[config.mk]
export PLATFORM = sky130hd
export DESIGN_NAME = dsb_gen_flat
export DESIGN_NICKNAME = d
export VERILOG_FILES = /design/src/dsb_pkg.sv /design/src/dsb_link_if.sv /design/src/dsb_gen.sv /design/src/flat_wrapper.sv
export VERILOG_INCLUDE_DIRS = /design/src
export SDC_FILE = /design/constraint.sdc
export NUM_CORES = 1
export LEC_CHECK = 0
export BUFFER_PORTS_ARGS = -buffer_cell sky130_fd_sc_hd__clkbuf_2
export CORE_MARGIN = 3
export CORE_UTILIZATION = 43
export DETAILED_ROUTE_END_ITERATION = 10
export PLACE_DENSITY_LB_ADDON = 0.3
export REMOVE_ABC_BUFFERS = 1
export SYNTH_ARGS = -nofsm -noshare
export SYNTH_HDL_FRONTEND = slang
export SYNTH_SLANG_ARGS = --single-unit
[constraint.sdc]
create_clock -name pclk -period 8.8 [get_ports pclk]
set_input_delay 0 -clock pclk [delete_from_list [all_inputs] [get_ports pclk]]
set_output_delay 0 -clock pclk [all_outputs]
set_load 0.05 [all_outputs]
[src/dsb_regs.svh]
`ifndef DSB_REGS_SVH
`define DSB_REGS_SVH

// Generator register offsets
`define DSB_G_CTRL        8'h00
`define DSB_G_DLID        8'h04
`define DSB_G_GROUP       8'h08
`define DSB_G_BSIZE       8'h0C
`define DSB_G_TID         8'h10
`define DSB_G_SENT        8'h14

// Generator control bit positions
`define DSB_CTRL_SEND     0
`define DSB_CTRL_UPDATE   1
`define DSB_CTRL_PRESET   2
`define DSB_CTRL_CRC      3
`define DSB_CTRL_TWOLAYER 4
`define DSB_CTRL_SYNC     5
`define DSB_CTRL_BUSY     8

// Receiver register offsets
`define DSB_R_STAT        8'h00
`define DSB_R_TID         8'h04
`define DSB_R_DLID        8'h08
`define DSB_R_BSIZE       8'h0C
`define DSB_R_GOOD        8'h10
`define DSB_R_BAD         8'h14

// Fixed section content
`define DSB_TABLE_ID      8'h3B
`define DSB_RSVD2         2'h3
`define DSB_VERSION       5'h00
`define DSB_CUR_NEXT      1'h1
`define DSB_SEC_NUM       8'h00
`define DSB_PROTO         8'h11
`define DSB_MSG_TYPE      8'h03
`define DSB_MSG_ID        16'h1002
`define DSB_ORIGINATOR    2'h2
`define DSB_RSVD8         8'hFF
`define DSB_ADAPT_LEN     8'h00
`define DSB_WINDOW        8'h00
`define DSB_SEC_LEN       12'h01C
`define DSB_SEC_LEN_MAX   12'hFFD
`define DSB_MSG_LEN       16'h0007
`define DSB_HDR_OVER_MSG  16'h0015
`define DSB_LEN_OVERHEAD  12'h003
`define DSB_TRAILER_IDX   5'h1B
`define DSB_LAST_IDX      5'h1E

// Block size limits and presets
`define DSB_BS_MIN        16'h0001
`define DSB_BS_MAX        16'h0FE2
`define DSB_BS_SYNC       16'h0FDA
`define DSB_BS_RST        16'h0FE2

// Trailer accumulator polynomial and seeds
`define DSB_CRC_POLY      32'h04C11DB7
`define DSB_CRC_INIT      32'hFFFFFFFF
`define DSB_SUM_INIT      32'h00000000

`endif

[src/dsb_pkg.sv]
`include "dsb_regs.svh"
package dsb_pkg;

   typedef enum logic [1:0] {
      DSB_IDLE = 2'b01,
      DSB_SEND = 2'b10
   } dsb_gen_state_e;

   typedef logic [31:0] dsb_word_t;

   // One byte through the MSB-first CRC32
   function automatic dsb_word_t dsb_crc_step(input dsb_word_t acc, input logic [7:0] b);
      dsb_word_t c;
      c = acc;
      for (int i = 7; i >= 0; i--) begin
         c = (c[31] ^ b[i]) ? ((c << 1) ^ `DSB_CRC_POLY) : (c << 1);
      end
      return c;
   endfunction

   // One byte into the additive checksum
   function automatic dsb_word_t dsb_sum_step(input dsb_word_t acc, input logic [7:0] b);
      return acc + {24'h000000, b};
   endfunction

endpackage

[src/dsb_link_if.sv]
`timescale 1ns/100ps
interface dsb_link_if;
   logic       valid;
   logic       ready;
   logic [7:0] data;
   logic       first;
   logic       last;

   modport tx (output valid, output data, output first, output last, input ready);
   modport rx (input valid, input data, input first, input last, output ready);
endinterface

[src/dsb_gen.sv]
// The APB slave port and the register offsets were left to the implementer.
`timescale 1ns/100ps
`include "dsb_regs.svh"
module dsb_gen
   import dsb_pkg::*;
#(
   parameter int DATA_W = 8
)(
   // Clock and reset
   input  wire logic        pclk,
   input  wire logic        presetn,
   // APB slave
   input  wire logic        psel,
   input  wire logic        penable,
   input  wire logic        pwrite,
   input  wire logic [7:0]  paddr,
   input  wire logic [31:0] pwdata,
   output logic [31:0]      prdata,
   output logic             pready,
   output logic             pslverr,
   // Section byte stream
   dsb_link_if.tx           link
);

   if (DATA_W != 8) begin : g_chk
      $error("dsb_gen serves only an 8-bit link");
   end

   typedef struct packed {
      dsb_gen_state_e fsm;
      logic           pready;
      logic           pslverr;
      logic [31:0]    prdata;
      logic           ssi;
      logic           two_layer;
      logic           sync;
      logic [13:0]    version;
      logic           upd;
      logic [14:0]    group;
      logic [31:0]    dlid;
      logic [15:0]    bsize;
      logic [15:0]    sent;
      logic           pend;
      logic [31:0]    s_tid;
      logic [31:0]    s_dlid;
      logic [15:0]    s_bs;
      logic           s_ssi;
      logic [4:0]     idx;
      logic [31:0]    acc;
      logic           valid;
      logic           first;
      logic           last;
      logic [7:0]     data;
   } dsb_gen_s;

   dsb_gen_s st;
   dsb_gen_s next_st;

   // Sized copies so that single bytes can be selected
   localparam logic [11:0] SEC_LEN = `DSB_SEC_LEN;
   localparam logic [15:0] MSG_ID  = `DSB_MSG_ID;
   localparam logic [15:0] MSG_LEN = `DSB_MSG_LEN;

   function automatic logic addr_ok(input logic [7:0] a);
      case (a)
         `DSB_G_CTRL, `DSB_G_DLID, `DSB_G_GROUP,
         `DSB_G_BSIZE, `DSB_G_TID, `DSB_G_SENT: addr_ok = 1'b1;
         default:                               addr_ok = 1'b0;
      endcase
   endfunction

   // Current transaction id from live settings
   function automatic logic [31:0] tid_of(input dsb_gen_s s);
      tid_of = {`DSB_ORIGINATOR,
                s.version,
                s.two_layer ? s.group : 15'h0000,
                s.upd};
   endfunction

   // Byte of the section at a given position
   function automatic logic [7:0] byte_at(input dsb_gen_s s);
      case (s.idx)
         5'h00:   byte_at = `DSB_TABLE_ID;
         5'h01:   byte_at = {s.s_ssi, ~s.s_ssi, `DSB_RSVD2, SEC_LEN[11:8]};
         5'h02:   byte_at = SEC_LEN[7:0];
         5'h03:   byte_at = s.s_tid[15:8];
         5'h04:   byte_at = s.s_tid[7:0];
         5'h05:   byte_at = {`DSB_RSVD2, `DSB_VERSION, `DSB_CUR_NEXT};
         5'h06:   byte_at = `DSB_SEC_NUM;
         5'h07:   byte_at = `DSB_SEC_NUM;
         5'h08:   byte_at = `DSB_PROTO;
         5'h09:   byte_at = `DSB_MSG_TYPE;
         5'h0A:   byte_at = MSG_ID[15:8];
         5'h0B:   byte_at = MSG_ID[7:0];
         5'h0C:   byte_at = s.s_tid[31:24];
         5'h0D:   byte_at = s.s_tid[23:16];
         5'h0E:   byte_at = s.s_tid[15:8];
         5'h0F:   byte_at = s.s_tid[7:0];
         5'h10:   byte_at = `DSB_RSVD8;
         5'h11:   byte_at = `DSB_ADAPT_LEN;
         5'h12:   byte_at = MSG_LEN[15:8];
         5'h13:   byte_at = MSG_LEN[7:0];
         5'h14:   byte_at = s.s_dlid[31:24];
         5'h15:   byte_at = s.s_dlid[23:16];
         5'h16:   byte_at = s.s_dlid[15:8];
         5'h17:   byte_at = s.s_dlid[7:0];
         5'h18:   byte_at = s.s_bs[15:8];
         5'h19:   byte_at = s.s_bs[7:0];
         5'h1A:   byte_at = `DSB_WINDOW;
         5'h1B:   byte_at = s.acc[31:24];
         5'h1C:   byte_at = s.acc[23:16];
         5'h1D:   byte_at = s.acc[15:8];
         5'h1E:   byte_at = s.acc[7:0];
         default: byte_at = 8'h00;
      endcase
   endfunction

   always_comb begin
      logic       wr;
      logic [7:0] b;
      wr      = 1'b0;
      b       = 8'h00;
      next_st = st;

      // Register access, answered in the access phase
      next_st.pready  = 1'b0;
      next_st.pslverr = 1'b0;
      if (psel && !penable) begin
         next_st.pready  = 1'b1;
         next_st.pslverr = !addr_ok(paddr);
         case (paddr)
            `DSB_G_CTRL:  next_st.prdata = {23'h000000, st.fsm == DSB_SEND, 2'h0, st.sync,
                                            st.two_layer, st.ssi, 2'h0, st.pend};
            `DSB_G_DLID:  next_st.prdata = st.dlid;
            `DSB_G_GROUP: next_st.prdata = {17'h00000, st.group};
            `DSB_G_BSIZE: next_st.prdata = {16'h0000, st.bsize};
            `DSB_G_TID:   next_st.prdata = tid_of(st);
            `DSB_G_SENT:  next_st.prdata = {16'h0000, st.sent};
            default:      next_st.prdata = 32'h00000000;
         endcase
      end
      wr = psel && penable && st.pready && pwrite && !st.pslverr;
      if (wr) begin
         case (paddr)
            `DSB_G_CTRL: begin
               next_st.ssi       = pwdata[`DSB_CTRL_CRC];
               next_st.two_layer = pwdata[`DSB_CTRL_TWOLAYER];
               next_st.sync      = pwdata[`DSB_CTRL_SYNC];
               if (pwdata[`DSB_CTRL_UPDATE]) begin
                  next_st.version = st.version + 14'h0001;
                  next_st.upd     = ~st.upd;
               end
               if (pwdata[`DSB_CTRL_PRESET]) begin
                  next_st.bsize = pwdata[`DSB_CTRL_SYNC] ? `DSB_BS_SYNC : `DSB_BS_MAX;
               end
               if (pwdata[`DSB_CTRL_SEND]) begin
                  next_st.pend = 1'b1;
               end
            end
            `DSB_G_DLID:  next_st.dlid  = pwdata;
            `DSB_G_GROUP: next_st.group = pwdata[14:0];
            `DSB_G_BSIZE: begin
               if (pwdata[15:0] >= `DSB_BS_MIN && pwdata[15:0] <= `DSB_BS_MAX && pwdata[31:16] == 16'h0000) begin
                  next_st.bsize = pwdata[15:0];
               end
            end
            default: ;
         endcase
      end

      // Section emission
      case (st.fsm)
         DSB_IDLE: begin
            if (st.pend) begin
               next_st.pend   = wr && pwdata[`DSB_CTRL_SEND] && paddr == `DSB_G_CTRL;
               next_st.s_tid  = tid_of(st);
               next_st.s_dlid = st.dlid;
               next_st.s_bs   = st.bsize;
               next_st.s_ssi  = st.ssi;
               next_st.acc    = st.ssi ? `DSB_CRC_INIT : `DSB_SUM_INIT;
               next_st.idx    = 5'h00;
               next_st.fsm    = DSB_SEND;
            end
         end
         DSB_SEND: begin
            if (!st.valid || link.ready) begin
               if (st.valid && st.last) begin
                  next_st.valid = 1'b0;
                  next_st.first = 1'b0;
                  next_st.last  = 1'b0;
                  next_st.sent  = st.sent + 16'h0001;
                  next_st.fsm   = DSB_IDLE;
               end else begin
                  b             = byte_at(st);
                  next_st.data  = b;
                  next_st.valid = 1'b1;
                  next_st.first = st.idx == 5'h00;
                  next_st.last  = st.idx == `DSB_LAST_IDX;
                  next_st.idx   = st.idx + 5'h01;
                  if (st.idx < `DSB_TRAILER_IDX) begin
                     next_st.acc = st.s_ssi ? dsb_crc_step(st.acc, b) : dsb_sum_step(st.acc, b);
                  end
               end
            end
         end
         default: next_st.fsm = DSB_IDLE;
      endcase
   end

   always_ff @(posedge pclk or negedge presetn) begin
      if (!presetn) begin
         st       <= '0;
         st.fsm   <= DSB_IDLE;
         st.bsize <= `DSB_BS_RST;
      end else begin
         st <= next_st;
      end
   end

   assign prdata     = st.prdata;
   assign pready     = st.pready;
   assign pslverr    = st.pslverr;
   assign link.valid = st.valid;
   assign link.data  = st.data;
   assign link.first = st.first;
   assign link.last  = st.last;

endmodule // dsb_gen

[src/flat_wrapper.sv]
// flat-port wrapper written by rule: the top's interface ports become plain ports
module dsb_gen_flat import dsb_pkg::*;
#(
   parameter int DATA_W = 8
)
  (pclk, presetn, psel, penable, pwrite, paddr, pwdata, prdata, pready, pslverr, link_valid, link_data, link_first, link_last, link_ready);
  dsb_link_if link_i ();
  input  wire logic pclk;
  input  wire logic presetn;
  input  wire logic psel;
  input  wire logic penable;
  input  wire logic pwrite;
  input  wire logic [7:0] paddr;
  input  wire logic [31:0] pwdata;
  output logic [31:0] prdata;
  output logic pready;
  output logic pslverr;
  output wire logic [$bits(link_i.valid)-1:0] link_valid;
  output wire logic [$bits(link_i.data)-1:0] link_data;
  output wire logic [$bits(link_i.first)-1:0] link_first;
  output wire logic [$bits(link_i.last)-1:0] link_last;
  input wire logic [$bits(link_i.ready)-1:0] link_ready;
  assign link_valid = link_i.valid;
  assign link_data = link_i.data;
  assign link_first = link_i.first;
  assign link_last = link_i.last;
  assign link_i.ready = link_ready;
  dsb_gen #(.DATA_W(DATA_W)) u_core (.pclk(pclk), .presetn(presetn), .psel(psel), .penable(penable), .pwrite(pwrite), .paddr(paddr), .pwdata(pwdata), .prdata(prdata), .pready(pready), .pslverr(pslverr), .link(link_i));
endmodule
==> summary.txt <==
Synthesis
  – Syn. warnings: 0
  – Synth Cell Area: 0.0144 mm²
  – Async set-reset flop share out of synthesis: 100%
  – Synth Area per Inst: 10.3 µm²
  – Synth Instances: 1398
  – Number of flops mapped to enable cells by yosys: 0
  – Number of synthesized register bits: 262
  – Synth unique cells: 79
  – Leading register cell type out of synthesis: dfrtp_1
  – Seq/Total Area, Yosys: 45.7%

Route
  – WL/cell: 22.6 µm
  – Residual DRC: 0
  – Routed via count: 11.2k
  – DRT iter0 DRCs: 1038
  – Via-to-Cell Ratio: 5.86
  – Routed WL: 43.2 mm
  – Antenna Violating Nets Remaining: 0
  – Drt pass-1 iters: 6

Power and ir drop
  – Comb power frac: 47.7%
  – Switching share of power: 41.5%
  – Switching Power: 0.00220 W
  – Peak supply drop: 0.235 mV
  – Sequential group share of total power: 29.1%
  – Int Power: 0.00310 W
  – Power density over the cells: 327 mW/mm²
  – Leak: 7.25 nW
  – Clock power share: 23.1%

Clocking
  – Htree depth: 1
  – CTS Sinks: 262
  – CTS tree: done
  – Root Buffer: clkbuf_16
  – Worst-Skew Late Latency: 0.58 ns
  – Post-CTS setup buffers: 0
  – Clock Tree Buf Depth: 3
  – Clock slew at reported path FFs: 0.06 ns
  – TritonCTS buffer count: 29

Finish
  – Antenna diode count: 0
  – Share of cells above drive strength 1: 22.1%
  – # nets final: 1514
  – Fillers: 3041
  – Layout area overhead: 12.8%
  – Post-layout instance area: 0.0162 mm²

Die
  – Initial Util: 43.9%
  – # IOs: 91
  – Core ar.: 0.0328 mm²
  – Core Rows: 66
  – Die Area: 0.0357 mm²
  – Die Ht: 189 µm
  – Chip Width: 189 µm

Worst setup path
  – Worst Setup Start Kind: flop
  – CP Max Fanout: 14
  – Worst Path Arrival: 5.91 ns
  – R2r setup slk: 3.36 ns
  – Critical path endpoint: u_core.st[38]
  – FF-to-FF Start: u_core.st[43]
  – CP required: 9.26 ns
  – R2R depth: 17
  – Worst Setup End Kind: flop
  – RR Endpoint: u_core.st[38]
  – Critical path class: flop to flop
  – Worst Setup SP: u_core.st[43]

Global routing
  – GRT Residual Overflow: 0
  – Initial antenna violation count: 0
  – First-pass GRT wire length: 67.4 mm
  – Vias in the first global route: 11.1k
  – Largest net degree at the start of global routing: 123
  – Tot GR Track Use: 24.2%

STA
  – Final setup fails: 0
  – TNS Setup: 0 ns
  – Slew Limit Fails: 0
  – Worst slew pin tran: 1.10 ns
  – Period utilization: 61.9%
  – RSZ-0062 raised after global routing: false
  – Clock Skews: 0.0184 ns
  – Max Freq: 184 MHz
  – Slew HR: 26.1%
  – Final hold violation count: 0
  – Minimum clock period: 5.44 ns

Run status
  – Status: finished clean

Hold path
  – Type of the worst min-delay path: primary input to flop

Placed design
  – Placed instance area: 0.0149 mm²
  – Post-DP HPWL: 31.3 mm
  – GPL Wtd Cong: 0.927
  – Port Buffer Count: 90

Flow run
  – Max Cap Violations: 0
==> power groups by stage <==
stage / Clock [W] / Combinational [W] / Sequential, W
6_report: 0.00123 / 0.00253 / 0.00154
5_1_grt: 0.00130 / 0.00274 / 0.00155
4_1_cts: 0.00125 / 0.00253 / 0.00153
3_5_place_dp: 0 / 0.00250 / 0.00155
3_3_place_gp: 0 / 0.00249 / 0.00155
2_1_floorplan: 0 / 0.00186 / 0.00153
==> worst min-delay path by stage <==
| stage | start | end | depth (start not counted) |
|---|---|---|---|
| CTS | paddr[6] | u_core.prdata[4] | 6 |
| global placement | presetn | u_core.st[35] | 1 |
| detailed placement | presetn | u_core.st[35] | 1 |
| floorplan | presetn | u_core.link.data[0] | 0 |
| finish | paddr[6] | u_core.prdata[4] | 6 |
| global route | paddr[6] | u_core.prdata[4] | 6 |
==> state kept, by name, summed over array words and instances, names as in the netlist <==
signal / count
u_core.link.last: 1
u_core.pready: 1
u_core.link.first: 1
u_core.prdata: 32
u_core.link.data: 8
u_core.link.valid: 1
u_core.st: 217
u_core.pslverr: 1
==> cell usage after synthesis (33+ instances only) <==
| master | count | area (µm²) |
|---|---|---|
| dfrtp_1 | 253 | 6330 |
| clkbuf_1 | 55 | 206 |
| a21oi_1 | 66 | 330 |
| inv_1 | 33 | 124 |
| xor2_1 | 34 | 298 |
| nor2_1 | 60 | 225 |
| o21ai_0 | 84 | 420 |
| mux2_2 | 136 | 1530 |
| nand3_1 | 39 | 195 |
| xnor2_1 | 65 | 569 |
| buf_4 | 45 | 338 |
| nand2_1 | 153 | 574 |
==> area by class of cell <==
class	instances	area [µm²]	share of cell area, %
Multi-Input combinational cell	976	7020	43.3
Sequential cell	262	6570	40.5
Timing Repair Buffer	148	996	6.14
Clock buffer	37	796	4.91
Tap cell	442	553	3.41
Clock inverter	16	164	1.01
Inverter	33	124	0.764
==> timing repair <==
item | in CTS | in global routing
gates resized for setup | 0 | 0
endpoints found under the hold margin | 186 | 0
hold buffers | 40 | 0
==> kinds of logic after synthesis <==
kind of cell	Yosys count	share of synthesized area [%]
adder cells (fa/ha/maj)	18	1.62
buffers and inverters	160	5.60
AND/OR/NAND/NOR	382	12.9
XOR/XNOR	109	7.29
AO/OA/AOI/OAI	311	14.6
flip-flops	262	45.7
multiplexers	156	12.3
==> critical path, cell delays in order (launching register included) <==
cell and delay, ns:
dfrtp_1 0.44, ha_1 0.43, and3_1 0.28, ha_1 0.18
or2_1 0.32, a22oi_1 0.31, nand4_1 0.33, ha_1 0.39
a21o_1 0.16, a21oi_1 0.21, o21bai_1 0.09, a21oi_1 0.23
o21bai_1 0.13, a41oi_1 0.82, nor4_1 0.28, and2_1 0.29
and3_1 0.19, nor4_1 0.24
==> routing by layer <==
metal / share of wire (%) / GRT usage (%) / vias to the layer above
li1: - / - / 5111
met5: 0 / 0 / -
met3: 6.1 / 3.50 / 92
met4: 3.9 / 8.48 / 0
met2: 45 / 37.9 / 413
met1: 45 / 34.4 / 5594
==> through the flow <==
step,utilization [%],hold WS [ns],instances,setup WS [ns],power [W]
detailed placement,45.3,0.179,1821,3.46,0.00406
global route,49.5,0.105,1914,2.95,0.00559
finish,49.5,0.0489,1914,3.36,0.00530
global placement,45.3,0.168,1821,3.60,0.00404
floorplan,-,-0.296,1271,4.10,0.00339
CTS,49.5,0.00903,1914,3.46,0.00531
==> placed cells by master (no fill, tap or decap), types with 7 or more instances in the layout <==
cell	netlist	routed
clkbuf_16	0	29
and2_1	13	13
o31ai_1	8	8
nand3_1	39	39
nor2b_1	10	10
o21ai_0	84	84
nor4_1	13	12
nor2_1	60	60
inv_1	33	33
buf_4	45	18
nor3_1	18	18
a221oi_1	13	13
a22o_1	12	12
dlygate4sd3_1	0	40
a311oi_1	7	7
dfstp_2	9	9
a222oi_1	10	10
a21oi_1	66	66
xnor2_1	65	65
clkinv_2	0	7
nand2_1	153	152
a22oi_1	24	24
and3_1	18	18
dfrtp_1	253	252
clkbuf_2	0	89
a31oi_1	7	7
mux2i_1	16	16
xor2_1	34	34
ha_1	17	17
o22ai_1	13	13
mux2_2	136	136
nand4_1	22	22
a21o_1	11	11
Note: power is estimated with default switching activity, not from simulation.
